`src/include/peap_pkg.sv`:
```
/*
 Package for the parallel memory port controller: pin group structs,
 command codes, state codes and timing counts.
 Assumes a 100 MHz reference clock; all pins are sampled synchronously.
*/
package peap_pkg;

   localparam int ADDR_W = 11;
   localparam int DATA_W = 8;
   localparam int ARRAY_BYTES = 2048;
   localparam int TOP_BIT = 7;
   localparam logic [10:0] ID_FIRST = 11'h7e0;
   localparam logic [10:0] ID_LAST = 11'h7ff;
   localparam int ID_BYTES = 32;

   // Timing in ns, cycles derived at 10 ns per cycle
   localparam int CLK_NS = 10;
   localparam int T_AS_NS = 10;
   localparam int T_WP_NS = 100;
   localparam int T_DH_NS = 10;
   localparam int T_ACC_NS = 150;
   localparam int T_DF_NS = 50;
   localparam int T_AS_CYC = (T_AS_NS + CLK_NS - 1) / CLK_NS;
   localparam int T_WP_CYC = (T_WP_NS + CLK_NS - 1) / CLK_NS;
   localparam int T_DH_CYC = (T_DH_NS + CLK_NS - 1) / CLK_NS;
   localparam int T_ACC_CYC = (T_ACC_NS + CLK_NS - 1) / CLK_NS;
   localparam int T_DF_CYC = (T_DF_NS + CLK_NS - 1) / CLK_NS;
   // Long times in us, defaults of top parameters
   localparam int T_WC_US = 1000;
   localparam int T_PON_US = 5000;
   localparam int T_CLR_US = 10000;
   localparam int CYC_PER_US = 1000 / CLK_NS;
   localparam int T_WC_CYC = T_WC_US * CYC_PER_US;
   localparam int T_PON_CYC = T_PON_US * CYC_PER_US;
   localparam int T_CLR_CYC = T_CLR_US * CYC_PER_US;

   typedef enum logic [1:0] {
      PEAP_CMD_READ  = 2'h0,
      PEAP_CMD_WRITE = 2'h1,
      PEAP_CMD_CLEAR = 2'h2
   } peap_cmd_t;

   typedef struct packed {
      peap_cmd_t           cmd;
      logic                id_area;
      logic [ADDR_W-1:0]   addr;
      logic [DATA_W-1:0]   wdata;
   } peap_req_t;

   typedef struct packed {
      logic                chip_sel_n;
      logic                out_en_n;
      logic                oe_high_volt;
      logic                wr_n;
      logic                id_area_select_line;
      logic [ADDR_W-1:0]   address_lines;
      logic [DATA_W-1:0]   data_out;
      logic                data_oe;
   } peap_pins_t;

   typedef enum logic [7:0] {
      ST_IDLE  = 8'h01,
      ST_SETUP = 8'h02,
      ST_PULSE = 8'h04,
      ST_HOLD  = 8'h08,
      ST_POLL  = 8'h10,
      ST_READ  = 8'h20,
      ST_FLOAT = 8'h40,
      ST_DONE  = 8'h80
   } peap_state_t;

endpackage

```
`src/rtl/peap_timer.sv`:
```
/*
 Down counter used for every sequencer wait but the write poll bound, counted on wc_q; the power-on hold-off has its own counter.
 Assumes load and count come from one clocked owner; one clock.
*/
`timescale 1ns/100ps
module peap_timer #(
   parameter int W = 24
) (
   input  wire logic         ref_clk,
   input  wire logic         rst_n,
   input  wire logic         load,
   input  wire logic [W-1:0] value,
   output logic              expired
);

   logic [W-1:0] cnt_q;

   // Load wins over counting so a new wait always restarts cleanly
   always_ff @(posedge ref_clk or negedge rst_n) begin
      if (!rst_n) begin
         cnt_q <= '0;
      end else if (load) begin
         cnt_q <= value;
      end else if (cnt_q != '0) begin
         cnt_q <= cnt_q - W'(1);
      end
   end

   // Plain compare: gating with load would close a loop through the caller's reload
   assign expired = (cnt_q == '0);

endmodule

```
`src/rtl/peap_host.sv`:
```
/*
 Host controller for a 2,048 x 8 byte-wide self-timed nonvolatile memory.
 Takes read, byte write and chip clear requests and drives the memory pins.
 Assumes all inputs synchronous to ref_clk, data_in is the resolved bus,
 and an external switch turns oe_high_volt / id_area_select_line into 12 V.
*/
`timescale 1ns/100ps
module peap_host
   import peap_pkg::*;
#(
   parameter int WC_CYC = T_WC_CYC,
   parameter int PON_CYC = T_PON_CYC,
   parameter int CLR_CYC = T_CLR_CYC,
   parameter int TW = 24
) (
   input  wire logic              ref_clk,
   input  wire logic              rst_n,
   input  wire logic              req_valid,
   input  peap_pkg::peap_req_t    req,
   output logic                   req_ready,
   output logic                   rsp_valid,
   output logic [7:0]             rsp_data,
   output logic                   rsp_timeout,
   output peap_pkg::peap_pins_t   pins,
   input  wire logic [7:0]        data_in
);
   import peap_pkg::*;

   peap_state_t       st_q;
   peap_req_t         cur_q;
   logic              pon_q;
   logic              tmr_load;
   logic [TW-1:0]     tmr_val;
   logic              tmr_exp;
   logic [TW-1:0]     wc_q;
   logic              match;

   ////////////////////////////////////////////////////////////////////
   // Shared wait timer
   peap_timer #(.W(TW)) u_timer (
      .ref_clk (ref_clk),
      .rst_n   (rst_n),
      .load    (tmr_load),
      .value   (tmr_val),
      .expired (tmr_exp)
   );

   // Top bit equals the written value once programming ends
   assign match = (data_in[TOP_BIT] == cur_q.wdata[TOP_BIT]);

   // Timer reload on every state entry except ST_DONE and ST_IDLE
   always_comb begin
      tmr_load = 1'b0;
      tmr_val = '0;
      unique case (st_q)
         ST_IDLE: begin
            if (req_valid && req_ready) begin
               tmr_load = 1'b1;
               tmr_val = TW'(T_AS_CYC);
            end
         end
         ST_SETUP: begin
            if (tmr_exp) begin
               tmr_load = 1'b1;
               tmr_val = (cur_q.cmd == PEAP_CMD_READ) ? TW'(T_ACC_CYC) :
                         (cur_q.cmd == PEAP_CMD_CLEAR) ? TW'(CLR_CYC) :
                         TW'(T_WP_CYC);
            end
         end
         ST_PULSE: begin
            if (tmr_exp) begin
               tmr_load = 1'b1;
               tmr_val = TW'(T_DH_CYC);
            end
         end
         ST_HOLD, ST_POLL: begin
            if (tmr_exp && st_q == ST_HOLD) begin
               tmr_load = 1'b1;
               tmr_val = TW'(T_ACC_CYC);
            end
            // Poll exit also waits out the memory's bus float time
            if (st_q == ST_POLL && ((tmr_exp && match) || wc_q >= TW'(WC_CYC))) begin
               tmr_load = 1'b1;
               tmr_val = TW'(T_DF_CYC);
            end
         end
         ST_READ: begin
            if (tmr_exp) begin
               tmr_load = 1'b1;
               tmr_val = TW'(T_DF_CYC);
            end
         end
         ST_FLOAT, ST_DONE: begin
         end
      endcase
   end

   ////////////////////////////////////////////////////////////////////
   // Power-on hold-off before any request
   logic pon_busy_q;
   logic [TW-1:0] pon_cnt_q;
   always_ff @(posedge ref_clk or negedge rst_n) begin
      if (!rst_n) begin
         pon_cnt_q <= '0;
         pon_q <= 1'b0;
      end else if (!pon_q) begin
         pon_cnt_q <= pon_cnt_q + TW'(1);
         pon_q <= (pon_cnt_q >= TW'(PON_CYC - 1));
      end
   end
   assign pon_busy_q = !pon_q;

   ////////////////////////////////////////////////////////////////////
   // Sequencer; one access at a time keeps polling honest
   always_ff @(posedge ref_clk or negedge rst_n) begin
      if (!rst_n) begin
         st_q <= ST_IDLE;
         cur_q <= '0;
         wc_q <= '0;
      end else begin
         unique case (st_q)
            ST_IDLE: begin
               if (req_valid && req_ready) begin
                  cur_q <= req;
                  st_q <= ST_SETUP;
               end
            end
            ST_SETUP: if (tmr_exp) st_q <= (cur_q.cmd == PEAP_CMD_READ) ? ST_READ : ST_PULSE;
            ST_PULSE: if (tmr_exp) st_q <= ST_HOLD;
            ST_HOLD: begin
               if (tmr_exp) begin
                  wc_q <= '0;
                  st_q <= (cur_q.cmd == PEAP_CMD_WRITE) ? ST_POLL : ST_FLOAT;
               end
            end
            ST_POLL: begin
               wc_q <= wc_q + TW'(1);
               if ((tmr_exp && match) || wc_q >= TW'(WC_CYC)) begin
                  st_q <= ST_FLOAT;
               end
            end
            ST_READ: if (tmr_exp) st_q <= ST_FLOAT;
            ST_FLOAT: if (tmr_exp) st_q <= ST_DONE;
            ST_DONE: st_q <= ST_IDLE;
            default: st_q <= ST_IDLE;
         endcase
      end
   end

   ////////////////////////////////////////////////////////////////////
   // Pin drive, all registered
   always_ff @(posedge ref_clk or negedge rst_n) begin
      if (!rst_n) begin
         pins <= '{chip_sel_n: 1'b1, out_en_n: 1'b1, oe_high_volt: 1'b0, wr_n: 1'b1,
                   id_area_select_line: 1'b0, address_lines: '0, data_out: '0,
                   data_oe: 1'b0};
      end else begin
         pins.address_lines <= cur_q.addr;
         pins.id_area_select_line <= cur_q.id_area && (cur_q.addr >= ID_FIRST);
         unique case (st_q)
            ST_SETUP: begin
               pins.chip_sel_n <= 1'b0;
               // Read enables output; write and clear keep it high
               pins.out_en_n <= (cur_q.cmd != PEAP_CMD_READ);
               pins.oe_high_volt <= (cur_q.cmd == PEAP_CMD_CLEAR);
               pins.wr_n <= !(tmr_exp && cur_q.cmd != PEAP_CMD_READ);
               pins.data_out <= cur_q.wdata;
               pins.data_oe <= (cur_q.cmd == PEAP_CMD_WRITE);
            end
            ST_PULSE: begin
               if (tmr_exp) pins.wr_n <= 1'b1;
            end
            ST_HOLD: begin
               // Data held past strobe rise, then bus released
               if (tmr_exp) begin
                  pins.data_oe <= 1'b0;
                  pins.oe_high_volt <= 1'b0;
                  pins.out_en_n <= (cur_q.cmd != PEAP_CMD_WRITE);
               end
            end
            ST_READ, ST_POLL: begin
               pins.out_en_n <= 1'b0;
            end
            ST_FLOAT: begin
               pins.out_en_n <= 1'b1;
               pins.chip_sel_n <= 1'b1;
            end
            default: begin
               pins.out_en_n <= 1'b1;
               pins.chip_sel_n <= 1'b1;
               pins.wr_n <= 1'b1;
               pins.data_oe <= 1'b0;
               pins.oe_high_volt <= 1'b0;
            end
         endcase
      end
   end

   ////////////////////////////////////////////////////////////////////
   // Response and handshake
   always_ff @(posedge ref_clk or negedge rst_n) begin
      if (!rst_n) begin
         rsp_valid <= 1'b0;
         rsp_data <= '0;
         rsp_timeout <= 1'b0;
         req_ready <= 1'b0;
      end else begin
         rsp_valid <= 1'b0;
         req_ready <= (st_q == ST_IDLE) && !pon_busy_q && !(req_valid && req_ready);
         if (st_q == ST_READ && tmr_exp) rsp_data <= data_in;
         if (st_q == ST_POLL && (tmr_exp && match)) rsp_data <= data_in;
         if (st_q == ST_HOLD && tmr_exp) rsp_timeout <= 1'b0;
         if (st_q == ST_POLL && !(tmr_exp && match) && wc_q >= TW'(WC_CYC))
            rsp_timeout <= 1'b1;
         if (st_q == ST_DONE) rsp_valid <= 1'b1;
      end
   end

   ////////////////////////////////////////////////////////////////////
   // Checks
   a_write_oe_high: assert property (@(posedge ref_clk) disable iff (!rst_n)
      !pins.wr_n |-> pins.out_en_n) else $error("strobe low with output enable low");
   a_write_cs_low: assert property (@(posedge ref_clk) disable iff (!rst_n)
      !pins.wr_n |-> !pins.chip_sel_n) else $error("strobe low without select");
   a_no_contention: assert property (@(posedge ref_clk) disable iff (!rst_n)
      pins.data_oe |-> pins.out_en_n) else $error("host drives during memory read");
   a_data_hold: assert property (@(posedge ref_clk) disable iff (!rst_n)
      $rose(pins.wr_n) && pins.data_oe |=> pins.data_oe) else $error("data hold lost");
   a_addr_stable: assert property (@(posedge ref_clk) disable iff (!rst_n)
      !pins.wr_n |=> $stable(pins.address_lines)) else $error("address moved");
   a_pulse_width: assert property (@(posedge ref_clk) disable iff (!rst_n)
      $fell(pins.wr_n) && pins.data_oe |-> (!pins.wr_n)[*8]) else $error("pulse short");
   a_pon_gate: assert property (@(posedge ref_clk) disable iff (!rst_n)
      !pon_q |-> !req_ready) else $error("ready before power-on delay");
   a_clear_hv: assert property (@(posedge ref_clk) disable iff (!rst_n)
      pins.oe_high_volt |-> !pins.chip_sel_n) else $error("high voltage without select");
   a_poll_bound: assert property (@(posedge ref_clk) disable iff (!rst_n)
      st_q == ST_POLL |-> wc_q <= TW'(WC_CYC)) else $error("poll exceeded bound");
   // A write that did not time out answers only after its top bit was seen to match
   a_poll_match: assert property (@(posedge ref_clk) disable iff (!rst_n)
      rsp_valid && !rsp_timeout && cur_q.cmd == PEAP_CMD_WRITE
      |-> rsp_data[TOP_BIT] == cur_q.wdata[TOP_BIT]) else $error("write answer not polled");

endmodule

```
`config.mk`:
```
export PLATFORM = sky130hd
export DESIGN_NAME = peap_host
export DESIGN_NICKNAME = d
export VERILOG_FILES = /design/src/include/peap_pkg.sv /design/src/rtl/peap_timer.sv /design/src/rtl/peap_host.sv
export SDC_FILE = /design/constraint.sdc
export NUM_CORES = 1
export LEC_CHECK = 0
export ABC_AREA = 1
export CELL_PAD_IN_SITES_DETAIL_PLACEMENT = 1
export CELL_PAD_IN_SITES_GLOBAL_PLACEMENT = 1
export CORE_AREA = 2 2 132 134
export DETAILED_ROUTE_END_ITERATION = 12
export DIE_AREA = 0 0 134 136
export DONT_BUFFER_PORTS = 1
export GPL_ROUTABILITY_DRIVEN = 0
export PLACE_DENSITY_LB_ADDON = 0.12
export SYNTH_ARGS = -nofsm -noshare
export SYNTH_HDL_FRONTEND = slang
export SYNTH_SLANG_ARGS = --single-unit
```
`constraint.sdc`:
```
create_clock -name ref_clk -period 2.83 [get_ports ref_clk]
set_input_delay 0.1415 -clock ref_clk [delete_from_list [all_inputs] [get_ports ref_clk]]
set_output_delay 0.1415 -clock ref_clk [all_outputs]
set_load 0.1 [all_outputs]
```
==> results.json <==
{
  "synthDominantCellAreaShare_pct": 47.7,
  "number_of_search_and_repair_iterations_in_the_first_detailed_routing_pass": 4,
  "postRouteWirelength_um": 19300,
  "ctsResizeCount": 0,
  "drt-vias-per-instance": 5.20,
  "finished_layout_cells": 1137,
  "area_growth_pct": 16.6,
  "final.fill_count": 2032,
  "failed_checks": "negative hold slack",
  "insertedDiodeCount": 0,
  "synth_nets": 893,
  "floorplan.initialDensity_pct": 42.0,
  "postRouteAntennaNets": 0,
  "synth.yosys.warnings": 0,
  "die-width_um": 134,
  "worst_hold_check_path_type": "primary input to async pin",
  "grt.overflow.total": 0,
  "numPlacedInstances": 1074,
  "worst_ep_arrival_time_ns": 2.81,
  "cts_buffer_depth": 2,
  "clk-insertion-delay-late_ns": 0.43,
  "cts_setup_buffers": 0,
  "regToRegEndpoint": "wc_q[4]",
  "skew_ns": 0.0169,
  "vias": 5917,
  "gr-usage-all-layers_pct": 22.8,
  "clk_pin_slew_worst_paths_ns": 0.06,
  "worstPathRequired_ns": 3.14,
  "synth-edff-count": 0,
  "core_area_sq_um": 16900,
  "placement.io_buffers": 0,
  "yosys_register_bits": 139,
  "maximum_number_of_pins_on_one_net_before_global_route_repair": 140,
  "maxCapViolCount": 0,
  "power_after_layout_mw": 4.43,
  "post_synth_most_frequent_cells": "243 x nand2_1, 135 x dfrtp_1, 82 x inv_1",
  "ctsHtreeMaxLevel": 4,
  "timing.rr.start": "u_timer.cnt_q[0]",
  "reg2reg_depth": 13,
  "maxSlewHeadroom_pct": 37.0,
  "static-leakage-power_nw": 3.84,
  "die_h_um": 136,
  "clock.fmax_mhz": 400,
  "fp.dieArea_sq_um": 18200,
  "synthDominantAreaCellType": "dfrtp_1",
  "tritoncts_clock_tree": "done",
  "status": "finished with violations",
  "multi_input_gate_area_sq_um": 3160,
  "synthArstFlopShare_pct": 100,
  "final-hold-violation-count": 139,
  "least_setup_slack_across_all_paths_after_layout_ns": 0.327,
  "setup_violations": 0,
  "tritoncts.num_buffers": 17,
  "grt_antenna_before_repair": 0,
  "ff2ff_setup_slack_ns": 0.33,
  "post-route-min-period_ns": 2.50,
  "drt_iter0_drc": 298,
  "unrepaired_setup_endpoints_after_global_routing": "no",
  "setup-tns-final_ns": 0,
  "cp-startpoint": "u_timer.cnt_q[0]",
  "seq_area_frac_synth_pct": 49.1,
  "tightest_slew_ns": 0.945,
  "grt_pass1_vias": 6520,
  "timing.critical_path.from_type": "flop",
  "clockRootBuffer": "clkbuf_16",
  "worst-setup-path-type": "flop to flop",
  "boundaryPins": 69,
  "fp-row-count": 48,
  "routed_wire_length_per_instance_um": 16.9,
  "synthMostInstantiatedCell": "nand2_1",
  "grt_pass1_wl_um": 32800,
  "cts.hold.buffers_added": 31,
  "synth_area_per_cell_sq_um": 8.29,
  "place_worst_setup_slack_ns": 0.349,
  "finalMaxSlewViolations": 0,
  "synth-main-ff-cell": "dfrtp_1",
  "vdd_drop_max_uv": 505,
  "synthTopCellsByArea": "dfrtp_1 48%, nand2_1 13%, xor2_1 5.4%, inv_1 4.3%, nand3_1 4.0%",
  "critical_path.max_fanout": 16,
  "post_synth_inst_count": 855,
  "power-per-cell-area_nw_per_um2": 536,
  "cts_sinks": 139,
  "yosysUniqueCellTypes": 39,
  "finalCritPeriodShare_pct": 88.4,
  "final_nets": 937,
  "hold_slack_ns": -0.589,
  "post_route_cells_drive_above_1_share_pct": 10.7,
  "critical_path.endpoint_type": "flop",
  "synthesized_area_sq_um": 7090,
  "drc": 0,
  "area.sequential_sq_um": 3480,
  "detailed_place_hpwl_um": 13600
}
-- worst max path at each step --
stage                     cells after the start  slack, ns                to
final                                        13       0.33           wc_q[4]
after global routing                         13        0.1           wc_q[4]
after CTS                                    13       0.33           wc_q[4]
after detailed placement                     13       0.35           wc_q[5]
after global placement                       13       0.49           wc_q[5]
after floorplan                               8       0.97  u_timer.cnt_q[1]
-- cell families after synthesis --
group | after synthesis | share of synthesized area (%)
buffers and inverters | 107 | 6.34
adders and majority gates | 5 | 0.883
AOI/OAI and AO/OA | 69 | 5.54
xor gates and xnor gates | 56 | 6.92
DFF | 139 | 49.1
and+or+nand+nor | 479 | 31.2
-- through the flow --
stage / area (sq um) / util, %
global route: 8260 / 49.0
detailed placement: 7330 / 43.5
floorplan: 7090 / -
global placement: 7330 / 43.5
finish: 8260 / 49.0
CTS: 8260 / 49.0
-- cells in the final DEF, fill, tap and decap left out, drive strengths merged --
cell type      n
a21oi         22
a31oi          3
a32o           1
a41oi          1
and2           3
buf            9
bufinv         2
clkbuf        18
clkinv         1
clkinvlp       3
dfrtp        135
dfstp          4
dlygate4sd3   31
ha             5
inv          100
nand2        254
nand3         60
nand3b         3
nand4         25
nor2          90
nor3          35
nor3b          1
nor4           7
o211ai         1
o21ai         33
o22ai          8
or3            1
xnor2         12
xor2          44
-- power by group --
part	internal [mW]	switching, mW
combinational	0.0338	0.0241
sequential	1.99	0.0373
clock	1.36	0.977
total	3.39	1.04
-- flip-flops by register name, indices dropped and copies added (netlist names) --
signal	count
rsp_data	8
cur_q	22
st_q	8
pins	25
u_timer.cnt_q	24
req_ready	1
pon_cnt_q	24
wc_q	24
rsp_valid	1
rsp_timeout	1
pon_q	1
-- layout make-up --
type	instances	area share (%)
clock inverter	14	2.17
inverter	92	4.18
clock buffer	18	5.32
tap	225	3.41
multi-input combinational	609	38.2
timing repair buffer	40	4.57
sequential	139	42.2
-- worst max-delay path: stages (launching register included) --
cell     delay, ns
dfrtp_1       0.41
inv_1         0.14
ha_1          0.19
inv_1         0.06
nor2_1        0.10
nand2_1       0.07
nor2_2        0.18
nand3_4       0.24
nand2_2       0.16
nand2_2       0.19
inv_2         0.31
nand2_1       0.12
o21ai_1       0.14
a21oi_1       0.06
-- layer usage --
layer / GRT usage [%] / wire (um) / share of wire, %
met5: 0 / 0 / 0
met4: 5.73 / 194 / 1.0
met3: 5.97 / 682 / 3.5
met2: 39.9 / 9920 / 52
met1: 28.2 / 8460 / 44
Note: power is estimated with default switching activity, not from simulation.
